[config.mk]
export PLATFORM = sky130hd
export DESIGN_NAME = pwseq_top
export DESIGN_NICKNAME = d
export VERILOG_FILES = /design/src/hw/pwseq_pclk_tick.v /design/src/hw/pwseq_top.v
export VERILOG_INCLUDE_DIRS = /design/src /design/src/hw
export SDC_FILE = /design/constraint.sdc
export NUM_CORES = 1
export LEC_CHECK = 0
export ABC_CLOCK_PERIOD_IN_PS = 2500
export BUFFER_PORTS_ARGS = -buffer_cell sky130_fd_sc_hd__clkbuf_2
export CAP_MARGIN = 10
export CORE_MARGIN = 2
export CORE_UTILIZATION = 36
export DETAILED_ROUTE_END_ITERATION = 8
export GPL_ROUTABILITY_DRIVEN = 0
export GPL_TIMING_DRIVEN = 0
export PLACE_DENSITY = 0.57
export SYNTH_ARGS = -nofsm -noshare
export SYNTH_HDL_FRONTEND = slang
export SYNTH_SLANG_ARGS = --single-unit
[constraint.sdc]
create_clock -name aclk -period 2.5 [get_ports aclk]
set_input_delay 0.75 -clock aclk [delete_from_list [all_inputs] [get_ports aclk]]
set_output_delay 0.75 -clock aclk [all_outputs]
set_load 0.05 [all_outputs]
[src/hw/pwseq_regs.vh]
// register map, field positions, reset values and timing counts of the write sequencer
`ifndef PWSEQ_REGS_VH
`define PWSEQ_REGS_VH

// byte offsets on the axi4-lite bus
`define PWSEQ_OFS_CTRL      4'h0
`define PWSEQ_OFS_ADDR      4'h4
`define PWSEQ_OFS_DATA      4'h8
`define PWSEQ_OFS_STAT      4'hC

// decoded register codes
`define PWSEQ_REG_CTRL      3'h0
`define PWSEQ_REG_ADDR      3'h1
`define PWSEQ_REG_DATA      3'h2
`define PWSEQ_REG_STAT      3'h3
`define PWSEQ_REG_NONE      3'h7

// port_control_register fields
`define PWSEQ_CTRL_EN       0
`define PWSEQ_CTRL_DUR_LO   1
`define PWSEQ_CTRL_DUR_HI   5
`define PWSEQ_CTRL_HOLD     6
`define PWSEQ_CTRL_FLASH    7
`define PWSEQ_CTRL_PACK_LO  8
`define PWSEQ_CTRL_PACK_HI  9
`define PWSEQ_CTRL_ALE_LOW  10
`define PWSEQ_CTRL_WIDTH    11
`define PWSEQ_CTRL_RESET    11'h000

// status fields
`define PWSEQ_STAT_BUSY     0
`define PWSEQ_STAT_PEND     1

`define PWSEQ_ADDR_RESET    16'h0000
`define PWSEQ_DATA_RESET    16'h0000

// timing, in peripheral clock cycles unless noted
`define PWSEQ_CORE_PER_PCLK 2
`define PWSEQ_ALE_PCLK      5'h02
`define PWSEQ_AHOLD_PCLK    5'h01
`define PWSEQ_DSETUP_PCLK   5'h01
`define PWSEQ_HOLD_PCLK     5'h01
`define PWSEQ_FLASH_PCLK    5'h07
`define PWSEQ_FLASH_MIN_DUR 5'h09

`define PWSEQ_RESP_OKAY     2'h0
`define PWSEQ_RESP_SLVERR   2'h2

`endif

[src/hw/pwseq_pclk_tick.v]
// peripheral clock enable generator: one tick every two core clocks
`include "pwseq_regs.vh"
`default_nettype none

module pwseq_pclk_tick (
	input  wire aclk,    // core clock
	input  wire aresetn, // synchronous reset, active low
	output wire tick     // one-cycle pulse per peripheral clock
);

	reg [1:0] div_ff;
	reg [1:0] nxt_div;

	always @* begin
		if (div_ff == (`PWSEQ_CORE_PER_PCLK - 1))
			nxt_div = 2'h0;
		else
			nxt_div = div_ff + 2'h1;
	end

	always @(posedge aclk) begin
		if (!aresetn)
			div_ff <= 2'h0;
		else
			div_ff <= nxt_div;
	end

	assign tick = (div_ff == (`PWSEQ_CORE_PER_PCLK - 1));

endmodule // pwseq_pclk_tick

`default_nettype wire

[src/hw/pwseq_top.v]
// parallel port write sequencer with axi4-lite register slave
// Function
// - intervals counted in two-core-clock peripheral cycles
// - address on bus before latch strobe ends
// - address held one cycle after strobe ends
// - write strobe two cycles after latch strobe
// - strobe low time is duration minus flash
// - data set up one cycle before strobe
// - data held hold interval after strobe rise
// - hold interval one cycle or zero
// - hold interval before next latch strobe
// - slow flash adds seven cycles, duration nine (not enforced: any shorter duration gives one cycle low)
// - packing nonzero: one strobe per latch cycle
// - packing zero: strobes spaced flash+hold+one
// - latch strobe active high after reset, programmable
`include "pwseq_regs.vh"
`default_nettype none

module pwseq_top (
	input  wire        aclk,      // core clock
	input  wire        aresetn,   // synchronous reset, active low
	input  wire [3:0]  awaddr,    // write address
	input  wire        awvalid,   // write address valid
	output wire        awready,   // write address ready
	input  wire [31:0] wdata,     // write data
	input  wire [3:0]  wstrb,     // write byte strobes
	input  wire        wvalid,    // write data valid
	output wire        wready,    // write data ready
	output wire [1:0]  bresp,     // write response
	output wire        bvalid,    // write response valid
	input  wire        bready,    // write response ready
	input  wire [3:0]  araddr,    // read address
	input  wire        arvalid,   // read address valid
	output wire        arready,   // read address ready
	output wire [31:0] rdata,     // read data
	output wire [1:0]  rresp,     // read response
	output wire        rvalid,    // read data valid
	input  wire        rready,    // read data ready
	output wire [15:0] ad_out,    // multiplexed_addr_data_bus drive value
	output wire        ad_oe,     // multiplexed_addr_data_bus output enable
	output wire        ale,       // address latch strobe pin
	output wire        wr_n       // write strobe, active low
);

	localparam [2:0] ST_IDLE  = 3'h0;
	localparam [2:0] ST_ALE   = 3'h1;
	localparam [2:0] ST_AHOLD = 3'h2;
	localparam [2:0] ST_DSET  = 3'h3;
	localparam [2:0] ST_WRLOW = 3'h4;
	localparam [2:0] ST_HOLD  = 3'h5;
	localparam [2:0] ST_GAP   = 3'h6;
	function [2:0] reg_sel;
		input [3:0] a;
		begin
			case (a)
				`PWSEQ_OFS_CTRL: reg_sel = `PWSEQ_REG_CTRL;
				`PWSEQ_OFS_ADDR: reg_sel = `PWSEQ_REG_ADDR;
				`PWSEQ_OFS_DATA: reg_sel = `PWSEQ_REG_DATA;
				`PWSEQ_OFS_STAT: reg_sel = `PWSEQ_REG_STAT;
				default:         reg_sel = `PWSEQ_REG_NONE;
			endcase
		end
	endfunction
	function [31:0] merge;
		input [31:0] old;
		input [31:0] nw;
		input [3:0]  be;
		integer i;
		begin
			merge = old;
			for (i = 0; i < 4; i = i + 1) begin
				if (be[i])
					merge[i*8 +: 8] = nw[i*8 +: 8];
			end
		end
	endfunction
	wire        tick;
	reg                       aw_got_ff;
	reg                       w_got_ff;
	reg  [3:0]                awaddr_ff;
	reg  [31:0]               wdata_ff;
	reg  [3:0]                wstrb_ff;
	reg                       bvalid_ff;
	reg  [1:0]                bresp_ff;
	reg                       rvalid_ff;
	reg  [31:0]               rdata_ff;
	reg  [1:0]                rresp_ff;
	reg  [`PWSEQ_CTRL_WIDTH-1:0] ctrl_ff;
	reg  [15:0]               addr_ff;
	reg  [15:0]               data_ff;
	reg                       pend_ff;
	reg  [2:0]                state_ff;
	reg  [4:0]                cnt_ff;
	reg  [15:0]               bus_data_ff;
	reg  [15:0]               ad_out_ff;
	reg                       ad_oe_ff;
	reg                       ale_ff;
	reg                       wr_n_ff;

	reg  [2:0]                nxt_state;
	reg  [4:0]                nxt_cnt;
	reg                       pop;
	reg                       adv;
	reg  [15:0]               nxt_ad_out;
	reg                       nxt_ad_oe;
	reg                       nxt_ale_act;

	wire [2:0]  wsel;
	wire        wr_do;
	wire        wr_ctrl;
	wire        wr_addr;
	wire        wr_data;
	wire [31:0] wmerged;
	wire [31:0] ctrl_mrg;
	wire [31:0] addr_mrg;
	wire [15:0] nxt_addr;
	wire        en;
	wire [4:0]  dur;
	wire        hold_on;
	wire        flash_on;
	wire [1:0]  pack;
	wire        ale_low;
	wire [4:0]  flash_ext;
	wire [4:0]  wr_len;
	wire        more;
	wire        busy;
	reg  [31:0] rd_val;
	pwseq_pclk_tick u_tick (
		.aclk    (aclk),
		.aresetn (aresetn),
		.tick    (tick)
	);
	// axi4-lite write channel: address and data taken in either order
	assign awready = !aw_got_ff && !bvalid_ff;
	assign wready  = !w_got_ff && !bvalid_ff;
	assign wsel    = reg_sel(awaddr_ff);
	// a data write waits while the holding word is still full
	assign wr_do   = aw_got_ff && w_got_ff && !bvalid_ff &&
	                 !((wsel == `PWSEQ_REG_DATA) && pend_ff && !pop);
	assign wr_ctrl = wr_do && (wsel == `PWSEQ_REG_CTRL);
	assign wr_addr = wr_do && (wsel == `PWSEQ_REG_ADDR);
	assign wr_data = wr_do && (wsel == `PWSEQ_REG_DATA);
	assign wmerged = merge({16'h0000, data_ff}, wdata_ff, wstrb_ff);
	assign ctrl_mrg = merge({21'h000000, ctrl_ff}, wdata_ff, wstrb_ff);
	assign addr_mrg = merge({16'h0000, addr_ff}, wdata_ff, wstrb_ff);
	// software write of the address wins over the auto increment
	assign nxt_addr = wr_addr ? addr_mrg[15:0] : (adv ? addr_ff + 16'h0001 : addr_ff);
	always @(posedge aclk) begin
		if (!aresetn) begin
			aw_got_ff <= 1'b0;
			w_got_ff  <= 1'b0;
			awaddr_ff <= 4'h0;
			wdata_ff  <= 32'h00000000;
			wstrb_ff  <= 4'h0;
			bvalid_ff <= 1'b0;
			bresp_ff  <= `PWSEQ_RESP_OKAY;
		end else begin
			if (awvalid && awready) begin
				aw_got_ff <= 1'b1;
				awaddr_ff <= awaddr;
			end
			if (wvalid && wready) begin
				w_got_ff <= 1'b1;
				wdata_ff <= wdata;
				wstrb_ff <= wstrb;
			end
			if (wr_do) begin
				aw_got_ff <= 1'b0;
				w_got_ff  <= 1'b0;
				bvalid_ff <= 1'b1;
				if (wsel == `PWSEQ_REG_NONE || wsel == `PWSEQ_REG_STAT)
					bresp_ff <= `PWSEQ_RESP_SLVERR;
				else
					bresp_ff <= `PWSEQ_RESP_OKAY;
			end else if (bvalid_ff && bready) begin
				bvalid_ff <= 1'b0;
			end
		end
	end

	assign bvalid = bvalid_ff;
	assign bresp  = bresp_ff;
	// register file
	always @(posedge aclk) begin
		if (!aresetn) begin
			ctrl_ff <= `PWSEQ_CTRL_RESET;
			addr_ff <= `PWSEQ_ADDR_RESET;
			data_ff <= `PWSEQ_DATA_RESET;
			pend_ff <= 1'b0;
		end else begin
			if (wr_ctrl)
				ctrl_ff <= ctrl_mrg[`PWSEQ_CTRL_WIDTH-1:0];
			addr_ff <= nxt_addr;
			if (wr_data)
				data_ff <= wmerged[15:0];
			// a push in the cycle of the pop keeps the flag set
			pend_ff <= (pend_ff && !pop) || wr_data;
		end
	end
	assign en       = ctrl_ff[`PWSEQ_CTRL_EN];
	assign dur      = ctrl_ff[`PWSEQ_CTRL_DUR_HI:`PWSEQ_CTRL_DUR_LO];
	assign hold_on  = ctrl_ff[`PWSEQ_CTRL_HOLD];
	assign flash_on = ctrl_ff[`PWSEQ_CTRL_FLASH];
	assign pack     = ctrl_ff[`PWSEQ_CTRL_PACK_HI:`PWSEQ_CTRL_PACK_LO];
	assign ale_low  = ctrl_ff[`PWSEQ_CTRL_ALE_LOW];
	assign flash_ext = flash_on ? `PWSEQ_FLASH_PCLK : 5'h00;
	// durations not above the flash extension clamp to one cycle low
	assign wr_len   = (dur > flash_ext) ? (dur - flash_ext) : 5'h01;
	assign more     = en && pend_ff;
	assign busy     = (state_ff != ST_IDLE);
	// write cycle sequencer, advances only on peripheral clock ticks
	always @* begin
		nxt_state = state_ff;
		nxt_cnt   = cnt_ff;
		pop       = 1'b0;
		adv       = 1'b0;
		if (tick) begin
			if (cnt_ff != 5'h00) begin
				nxt_cnt = cnt_ff - 5'h01;
			end else begin
				case (state_ff)
					ST_IDLE: begin
						if (more) begin
							nxt_state = ST_ALE;
							nxt_cnt   = `PWSEQ_ALE_PCLK - 5'h01;
						end
					end
					ST_ALE: begin
						nxt_state = ST_AHOLD;
						nxt_cnt   = `PWSEQ_AHOLD_PCLK - 5'h01;
					end
					ST_AHOLD: begin
						nxt_state = ST_DSET;
						nxt_cnt   = `PWSEQ_DSETUP_PCLK - 5'h01;
						pop       = 1'b1;
					end
					ST_DSET: begin
						nxt_state = ST_WRLOW;
						nxt_cnt   = wr_len - 5'h01;
					end
					ST_WRLOW, ST_HOLD: begin
						if (state_ff == ST_WRLOW && hold_on) begin
							nxt_state = ST_HOLD;
							nxt_cnt   = `PWSEQ_HOLD_PCLK - 5'h01;
						end else begin
							adv = 1'b1;
							if (more && pack == 2'h0) begin
								if (flash_on) begin
									nxt_state = ST_GAP;
									nxt_cnt   = `PWSEQ_FLASH_PCLK - 5'h01;
								end else begin
									nxt_state = ST_DSET;
									nxt_cnt   = `PWSEQ_DSETUP_PCLK - 5'h01;
									pop       = 1'b1;
								end
							end else if (more) begin
								nxt_state = ST_ALE;
								nxt_cnt   = `PWSEQ_ALE_PCLK - 5'h01;
							end else begin
								nxt_state = ST_IDLE;
							end
						end
					end
					ST_GAP: begin
						nxt_state = ST_DSET;
						nxt_cnt   = `PWSEQ_DSETUP_PCLK - 5'h01;
						pop       = 1'b1;
					end
					default: begin
						nxt_state = ST_IDLE;
						nxt_cnt   = 5'h00;
					end
				endcase
			end
		end
	end
	// pin values for the coming state
	always @* begin
		nxt_ad_out  = bus_data_ff;
		nxt_ad_oe   = 1'b1;
		nxt_ale_act = 1'b0;
		case (nxt_state)
			ST_IDLE: begin
				nxt_ad_out = 16'h0000;
				nxt_ad_oe  = 1'b0;
			end
			ST_ALE: begin
				// new address from the first latch cycle, also after an increment
				nxt_ad_out  = nxt_addr;
				nxt_ale_act = 1'b1;
			end
			ST_AHOLD: begin
				nxt_ad_out = addr_ff;
			end
			ST_DSET: begin
				nxt_ad_out = pop ? data_ff : bus_data_ff;
			end
			default: begin
				nxt_ad_out = bus_data_ff;
			end
		endcase
	end
	always @(posedge aclk) begin
		if (!aresetn) begin
			state_ff    <= ST_IDLE;
			cnt_ff      <= 5'h00;
			bus_data_ff <= 16'h0000;
			ad_out_ff   <= 16'h0000;
			ad_oe_ff    <= 1'b0;
			ale_ff      <= 1'b0;
			wr_n_ff     <= 1'b1;
		end else begin
			state_ff  <= nxt_state;
			cnt_ff    <= nxt_cnt;
			if (pop)
				bus_data_ff <= data_ff;
			ad_out_ff <= nxt_ad_out;
			ad_oe_ff  <= nxt_ad_oe;
			ale_ff    <= nxt_ale_act ^ ale_low;
			wr_n_ff   <= (nxt_state != ST_WRLOW);
		end
	end

	assign ad_out = ad_out_ff;
	assign ad_oe  = ad_oe_ff;
	assign ale    = ale_ff;
	assign wr_n   = wr_n_ff;
	// axi4-lite read channel
	assign arready = !rvalid_ff;
	always @* begin
		case (reg_sel(araddr))
			`PWSEQ_REG_CTRL: rd_val = {21'h000000, ctrl_ff};
			`PWSEQ_REG_ADDR: rd_val = {16'h0000, addr_ff};
			`PWSEQ_REG_DATA: rd_val = {16'h0000, data_ff};
			`PWSEQ_REG_STAT: rd_val = {13'h0000, state_ff, 14'h0000, pend_ff, busy};
			default:         rd_val = 32'h00000000;
		endcase
	end
	always @(posedge aclk) begin
		if (!aresetn) begin
			rvalid_ff <= 1'b0;
			rdata_ff  <= 32'h00000000;
			rresp_ff  <= `PWSEQ_RESP_OKAY;
		end else begin
			if (arvalid && arready) begin
				rvalid_ff <= 1'b1;
				rdata_ff  <= rd_val;
				if (reg_sel(araddr) == `PWSEQ_REG_NONE)
					rresp_ff <= `PWSEQ_RESP_SLVERR;
				else
					rresp_ff <= `PWSEQ_RESP_OKAY;
			end else if (rvalid_ff && rready) begin
				rvalid_ff <= 1'b0;
			end
		end
	end

	assign rvalid = rvalid_ff;
	assign rdata  = rdata_ff;
	assign rresp  = rresp_ff;
endmodule // pwseq_top

`default_nettype wire

==> out/metrics.cfg, run 1 <==
[status]
status=finished, final reports clean

[synthesis]
ys_top_cells_by_count=136 x dfxtp_1, 98 x nand2_1, 85 x nor2_1, 69 x a21oi_1, 45 x mux2i_1
synth-seq-cells=136
synth_area_leader_cell=dfxtp_1
muxShareOfSynthArea=0.0702
netlist_top_cells_area=dfxtp_1 42%, mux2i_1 7.0%, nand2_1 5.7%
postSynth.asyncResetShare=0
synth_fa_ha_area_frac=0.0168
avgSynthCellArea_sq_um=8.52
synth-edff-count=0
synth.most_common_cell=dfxtp_1
synth_top_family_by_area=compound AO/OA/AOI/OAI gates
netlist-cell-type-count=67
synthXorXnorAreaFrac=0.00409
yosys_warnings=0
synth-seq-area-share=0.424
yosysTopAreaCellShare=0.424
synth_ff_type=dfxtp_1
synth-compound-area-share=0.219
syn_inst=753
synth_simple_gate_area_frac=0.207
synth_area_sq_mm=0.00642

[timing]
rsz0062_at_grt=no
setup_violations=0
fmax_mhz=412
finalHoldViolations=0
min_period_ns=2.43
worst_slew_pin_slew_ns=0.933
finalClockSkew_ns=0.0107
slew_headroom=0.376
finalCritPeriodShare=0.970
slew_violations=0

[global_routing]
grt_overflow=0
grt_usage=0.218
antenna_found_initial=0
grt_max_degree=17
grt_pass1_wl_um=30800
grt_pass1_vias=5445

[route]
vias_per_cell=5.42
avgRoutedWirePerCell_um=18.3
drt_drc_violations_left=0
detail_route.iter0.violations=602
vias=6000
drtAntennaViolNets=0
routed_wl_um=20300
first_pass_iters=5

[clock_network]
cts_hold_buf=0
h-tree-depth=4
path_clk_slew_ns=0.06
root_buffer=clkbuf_16
cts_sinks=136
clockBufferDepth=2
insertion_delay_ns=0.43
numCtsBuffers=17
cts_tree=done

[layout]
area_growth_pct=25.4
final_core_util=0.464
num-fill-cells=1730
drive_above_1_share=0.213
finalNonFillerCells=1107
n_antenna_cell=0
multiInputGateArea_sq_mm=0.00351
final_nets=928
register_area_sq_mm=0.00273

[worst_setup_path]
r2r_start=cnt_ff[0]
crit_fanout=6
cp.arrival_ns=2.73
crit_type=register to register
critPathCaptureType=register
startpoint=cnt_ff[0]
start_kind=register
crit_required_ns=2.81

[hold_path]
hp-start=rdata[17]
min-delay-path-class=register to register

[floorplanning]
start_util=0.370
die_width_um=138
dieArea_sq_mm=0.0189
io_pins=111
core_sq_mm=0.0174
rows=48
die_y_um=138

[pwr]
p_per_area_mw_per_mm2=755
p_total_mw=6.08
p_leak_nw=3.35
vdd_drop_max_uv=506

[placed_design]
dp_cells=1069
port_buffers=77
dp_hpwl_um=14600

[job]
cap_violations=0

[stage by stage]
stage / setup WS [ns] / cell area, sq um / hold WS [ns] / setup TNS [ns]
final: 0.0747 / 8050 / 0.450 / 0
after global routing: 0.00334 / 8050 / 0.479 / 0
after CTS: 0.0140 / 7910 / 0.427 / 0
after detailed placement: -0.604 / 7140 / 0.418 / -15.10
after global placement: -0.713 / 7140 / 0.412 / -21.78
after floorplan: 0.128 / 6470 / 0.398 / 0
[repair_timing]
item                                    4_1_cts  5_1_grt
endpoints found under the hold margin         0        0
endpoints found under the setup margin       44       29
cloned                                        0        1
buffers inserted                              4        5
pin swaps                                     5       10
resized for setup                            23       28
[worst paths after layout]
| kind | end | depth (start not counted) | slack [ns] |
|---|---|---|---|
| max | ad_out[9] | 9 | 0.07 |
| min | rdata[17] | 2 | 0.45 |
| max reg2reg | ad_out[9] | 9 | 0.07 |
| min reg2reg | rdata[17] | 2 | 0.45 |
[registers in the layout (all words and copies together), names as in the netlist, 2 cells and up]
name	cells
ad_out	16
addr_ff	16
awaddr_ff	4
bus_data_ff	16
cnt_ff	5
ctrl_ff	11
data_ff	16
rdata	19
state_ff	3
u_tick.div_ff	2
wdata_ff	16
wstrb_ff	2
[power breakdown]
| group | internal, mW | leakage (nW) | switching (mW) |
|---|---|---|---|
| logic | 0.275 | 1.91 | 0.578 |
| registers | 2.23 | 1.10 | 0.0677 |
| clock network | 1.95 | 0.336 | 0.976 |
[cell type report]
class	count	area share
well taps	225	0.0350
clock inverters	12	0.0274
plain buffers	56	0.0397
flip-flops and latches	136	0.339
repair buffers	86	0.0563
clock buffers	20	0.0580
inverters	18	0.00840
multi-input cells	554	0.436
[cells in the final DEF (no fill, tap or decap), types with 17 or more instances in the layout]
| cell | instances |
|---|---|
| a21oi_1 | 69 |
| and2_1 | 17 |
| buf_4 | 26 |
| clkbuf_1 | 24 |
| clkbuf_16 | 17 |
| clkbuf_2 | 80 |
| dfxtp_1 | 132 |
| mux2i_1 | 45 |
| nand2_1 | 97 |
| nor2_1 | 82 |
[cell families (layout without fill, tap and decap cells)]
| kind of cell | count (synthesis) | in the layout |
|---|---|---|
| AND/OR/NAND/NOR | 282 | 283 |
| AO/OA/AOI/OAI | 200 | 200 |
| flip-flops | 136 | 136 |
| buffers and inverters | 78 | 192 |
| multiplexers | 45 | 45 |
| adder cells (fa/ha/maj) | 8 | 8 |
| XOR/XNOR | 3 | 3 |
| other | 1 | 15 |
[per-layer routing]
layer	routed length, um	vias up	global-route usage
li1	-	2912	-
met1	9830	2799	0.319
met2	8630	258	0.322
met3	1420	31	0.0372
met4	361	0	0.0767
met5	0	-	0
[worst max-delay path, stage by stage (launching register included)]
cell	delay (ns)
dfxtp_2	0.34
inv_2	0.08
ha_4	0.14
and4bb_2	0.28
nand4_1	0.20
or4_4	0.57
buf_6	0.15
nand3_1	0.07
o211ai_1	0.14
a221o_1	0.33
(Power assumes the default switching activity.)
==> run 2, diff against run 1 <==
--- a/config.mk
+++ b/config.mk
@@ -6,7 +6,7 @@
 export SDC_FILE = /design/constraint.sdc
 export NUM_CORES = 1
 export LEC_CHECK = 0
-export ABC_CLOCK_PERIOD_IN_PS = 2500
+export ABC_CLOCK_PERIOD_IN_PS = 2800
 export BUFFER_PORTS_ARGS = -buffer_cell sky130_fd_sc_hd__clkbuf_2
 export CAP_MARGIN = 10
 export CORE_MARGIN = 2
@@ -14,7 +14,8 @@
 export DETAILED_ROUTE_END_ITERATION = 8
 export GPL_ROUTABILITY_DRIVEN = 0
 export GPL_TIMING_DRIVEN = 0
-export PLACE_DENSITY = 0.57
+export PLACE_DENSITY = 0.55
+export REMOVE_ABC_BUFFERS = 1
 export SYNTH_ARGS = -nofsm -noshare
 export SYNTH_HDL_FRONTEND = slang
 export SYNTH_SLANG_ARGS = --single-unit
==> constraint.sdc (replaced) <==
create_clock -name aclk -period 2.8 [get_ports aclk]
set_input_delay 0.84 -clock aclk [delete_from_list [all_inputs] [get_ports aclk]]
set_output_delay 0.84 -clock aclk [all_outputs]
set_load 0.05 [all_outputs]
==> out/metrics.cfg, run 2 (synthesis gave the netlist of run 1 again) <==
[status]
status=finished, final reports clean

[route]
highest_layer=met4
routed_wl_um=18800  ; -7.1%
vias_per_cell=5.44  ; +0.42%
first_pass_iters=5  ; unchanged
route.met3.wl_um=1090  ; -24%
met2_length_um=8420  ; -2.5%
drt_drc_violations_left=0  ; unchanged
detail_route.iter0.violations=507  ; -16%
drtAntennaViolNets=0  ; unchanged
vias=5726  ; -4.6%
avgRoutedWirePerCell_um=17.9  ; -2.3%
wl_met1_um=8990  ; -8.6%

[worst_setup_path]
cp.arrival_ns=2.96  ; +0.23 ns
reg2reg_slack_ns=0.13  ; +0.05 ns
critPathCaptureType=register
critical_path.top_delay_family=simple AND/OR/NAND/NOR gates
rr_worst_depth=8  ; -1
crit_path_cell_trace=inv_1, ha_1, and4bb_2, nand2_1, a311o_2, and3_1, and3_2, a221o_1
start_kind=register
cpPeakStageDelay_ns=0.44  ; -0.13 ns
cp_slowest_cell=a311o_2
crit_required_ns=3.09  ; +0.28 ns
critPathBufInv=1  ; -1
crit_type=register to register
cp_num_cells=8  ; -1
crit_fanout=9  ; +3

[timing]
setup_violations=0  ; unchanged
slew_headroom=0.318  ; -0.0583
fin_tns_setup_ns=0  ; unchanged
slew_violations=0  ; unchanged
finalClockSkew_ns=0.00717  ; -0.00354 ns
rsz0062_at_grt=no
finalHoldViolations=0  ; unchanged
finalCritPeriodShare=0.954  ; -0.0160
min_period_ns=2.67  ; +0.246 ns
fmax_mhz=374  ; -9.2%
worst_slew_pin_slew_ns=1.01  ; +0.0814 ns

[global_routing]
antenna_found_initial=0  ; unchanged
grt_pass1_vias=5363  ; -1.5%
grt_max_degree=90  ; +73
grt_overflow=0  ; unchanged
grt_pass1_wl_um=29100  ; -5.5%
grt_usage=0.202  ; -0.0161

[floorplanning]
die_width_um=138  ; unchanged
rows=48  ; unchanged
dieArea_sq_mm=0.0189  ; unchanged
io_pins=111  ; unchanged
die_y_um=138  ; unchanged
core_sq_mm=0.0174  ; unchanged
start_util=0.370  ; unchanged

[layout]
layout_common_cells=136 x dfxtp_1, 97 x nand2_1, 83 x nor2_1
area_growth_pct=18.0
multiInputGateArea_sq_mm=0.00346  ; -1.4%
drive_above_1_share=0.173  ; -0.0402
final_nets=875  ; -5.7%
layout_commonest_cell=dfxtp_1
largest_register_ff_count=19  ; unchanged
num-fill-cells=1746  ; +0.92%
register_area_sq_mm=0.00272  ; -0.28%
n_antenna_cell=0  ; unchanged

[clock_network]
root_buffer=clkbuf_16
h-tree-depth=4  ; unchanged
cts_sinks=136  ; unchanged
clockBufferDepth=2  ; unchanged
cts_tree=done
insertion_delay_ns=0.42  ; about the same
numCtsBuffers=17  ; unchanged
path_clk_slew_ns=0.06  ; about the same

[placed_design]
dp_hpwl_um=12500  ; -14%
port_buffers=77  ; unchanged

[pwr]
p_total_mw=4.83  ; -20%
vdd_drop_max_uv=502  ; -0.87%
p_per_area_mw_per_mm2=638  ; -16%
p_leak_nw=3.11  ; -7.4%

[job]
cap_violations=0  ; unchanged

[hold_path]
min-delay-path-class=register to register
min_path_cells=1  ; -1

-- run 2: worst reg2reg max path, cell delays in order (launching register included) --
cell and delay (ns):
dfxtp_1 0.33, inv_1 0.10, ha_1 0.25, and4bb_2 0.29, nand2_1 0.25, a311o_2 0.45
and3_1 0.21, and3_2 0.30, a221o_1 0.37
-- run 2: layer usage --
layer,vias to the layer above,track usage
met1,2722,0.278
met3,26,0.0430
met5,-,0
met4,0,0.0636
li1,2804,-
met2,174,0.318
-- run 2: what timing repair did --
| item | CTS | global route |
|---|---|---|
| pin swaps | 0 | 2 |
| setup endpoints to repair | 35 | 36 |
| setup buffers | 2 | 5 |
| hold endpoints to repair | 0 | 0 |
| resized for setup | 7 | 10 |
| cloned | 0 | 1 |
| hold buffers | 0 | 0 |
-- run 2: final timing paths --
kind / endpoint / from
setup / recovery: ad_out[7] / cnt_ff[0]
hold / removal: u_tick.div_ff[0] / u_tick.div_ff[0]
setup reg to reg: ad_out[7] / cnt_ff[0]
hold reg to reg: u_tick.div_ff[0] / u_tick.div_ff[0]
-- run 2: metrics by stage --
| step | worst slack [ns] | util | hold slack, ns | cells | area [sq um] |
|---|---|---|---|---|---|
| global route | 0.00962 | 0.436 | 0.467 | 1052 | 7570 |
| finish | 0.129 | 0.436 | 0.428 | 1052 | 7570 |
| floorplan | -0.0664 | - | 0.398 | 707 | 6160 |
| detailed placement | -0.610 | 0.398 | 0.421 | 1014 | 6920 |
| CTS | -0.0432 | 0.432 | 0.434 | 1046 | 7490 |
| global placement | -2.13 | 0.394 | 0.415 | 1009 | 6830 |
-- run 2: power breakdown --
part / switching (mW) / total (mW) / internal (mW)
clock network: 0.830 / 2.08 / 1.25
logic: 0.488 / 0.694 / 0.206
registers: 0.0641 / 2.06 / 1.99
-- run 2: area by class of cell --
type                            count  area share
Multi-Input combinational cell    554       0.457
Sequential cell                   136       0.359
Timing Repair Buffer               89      0.0664
Clock buffer                       22      0.0613
Tap cell                          225      0.0372
Clock inverter                      8     0.00991
Inverter                           18     0.00925
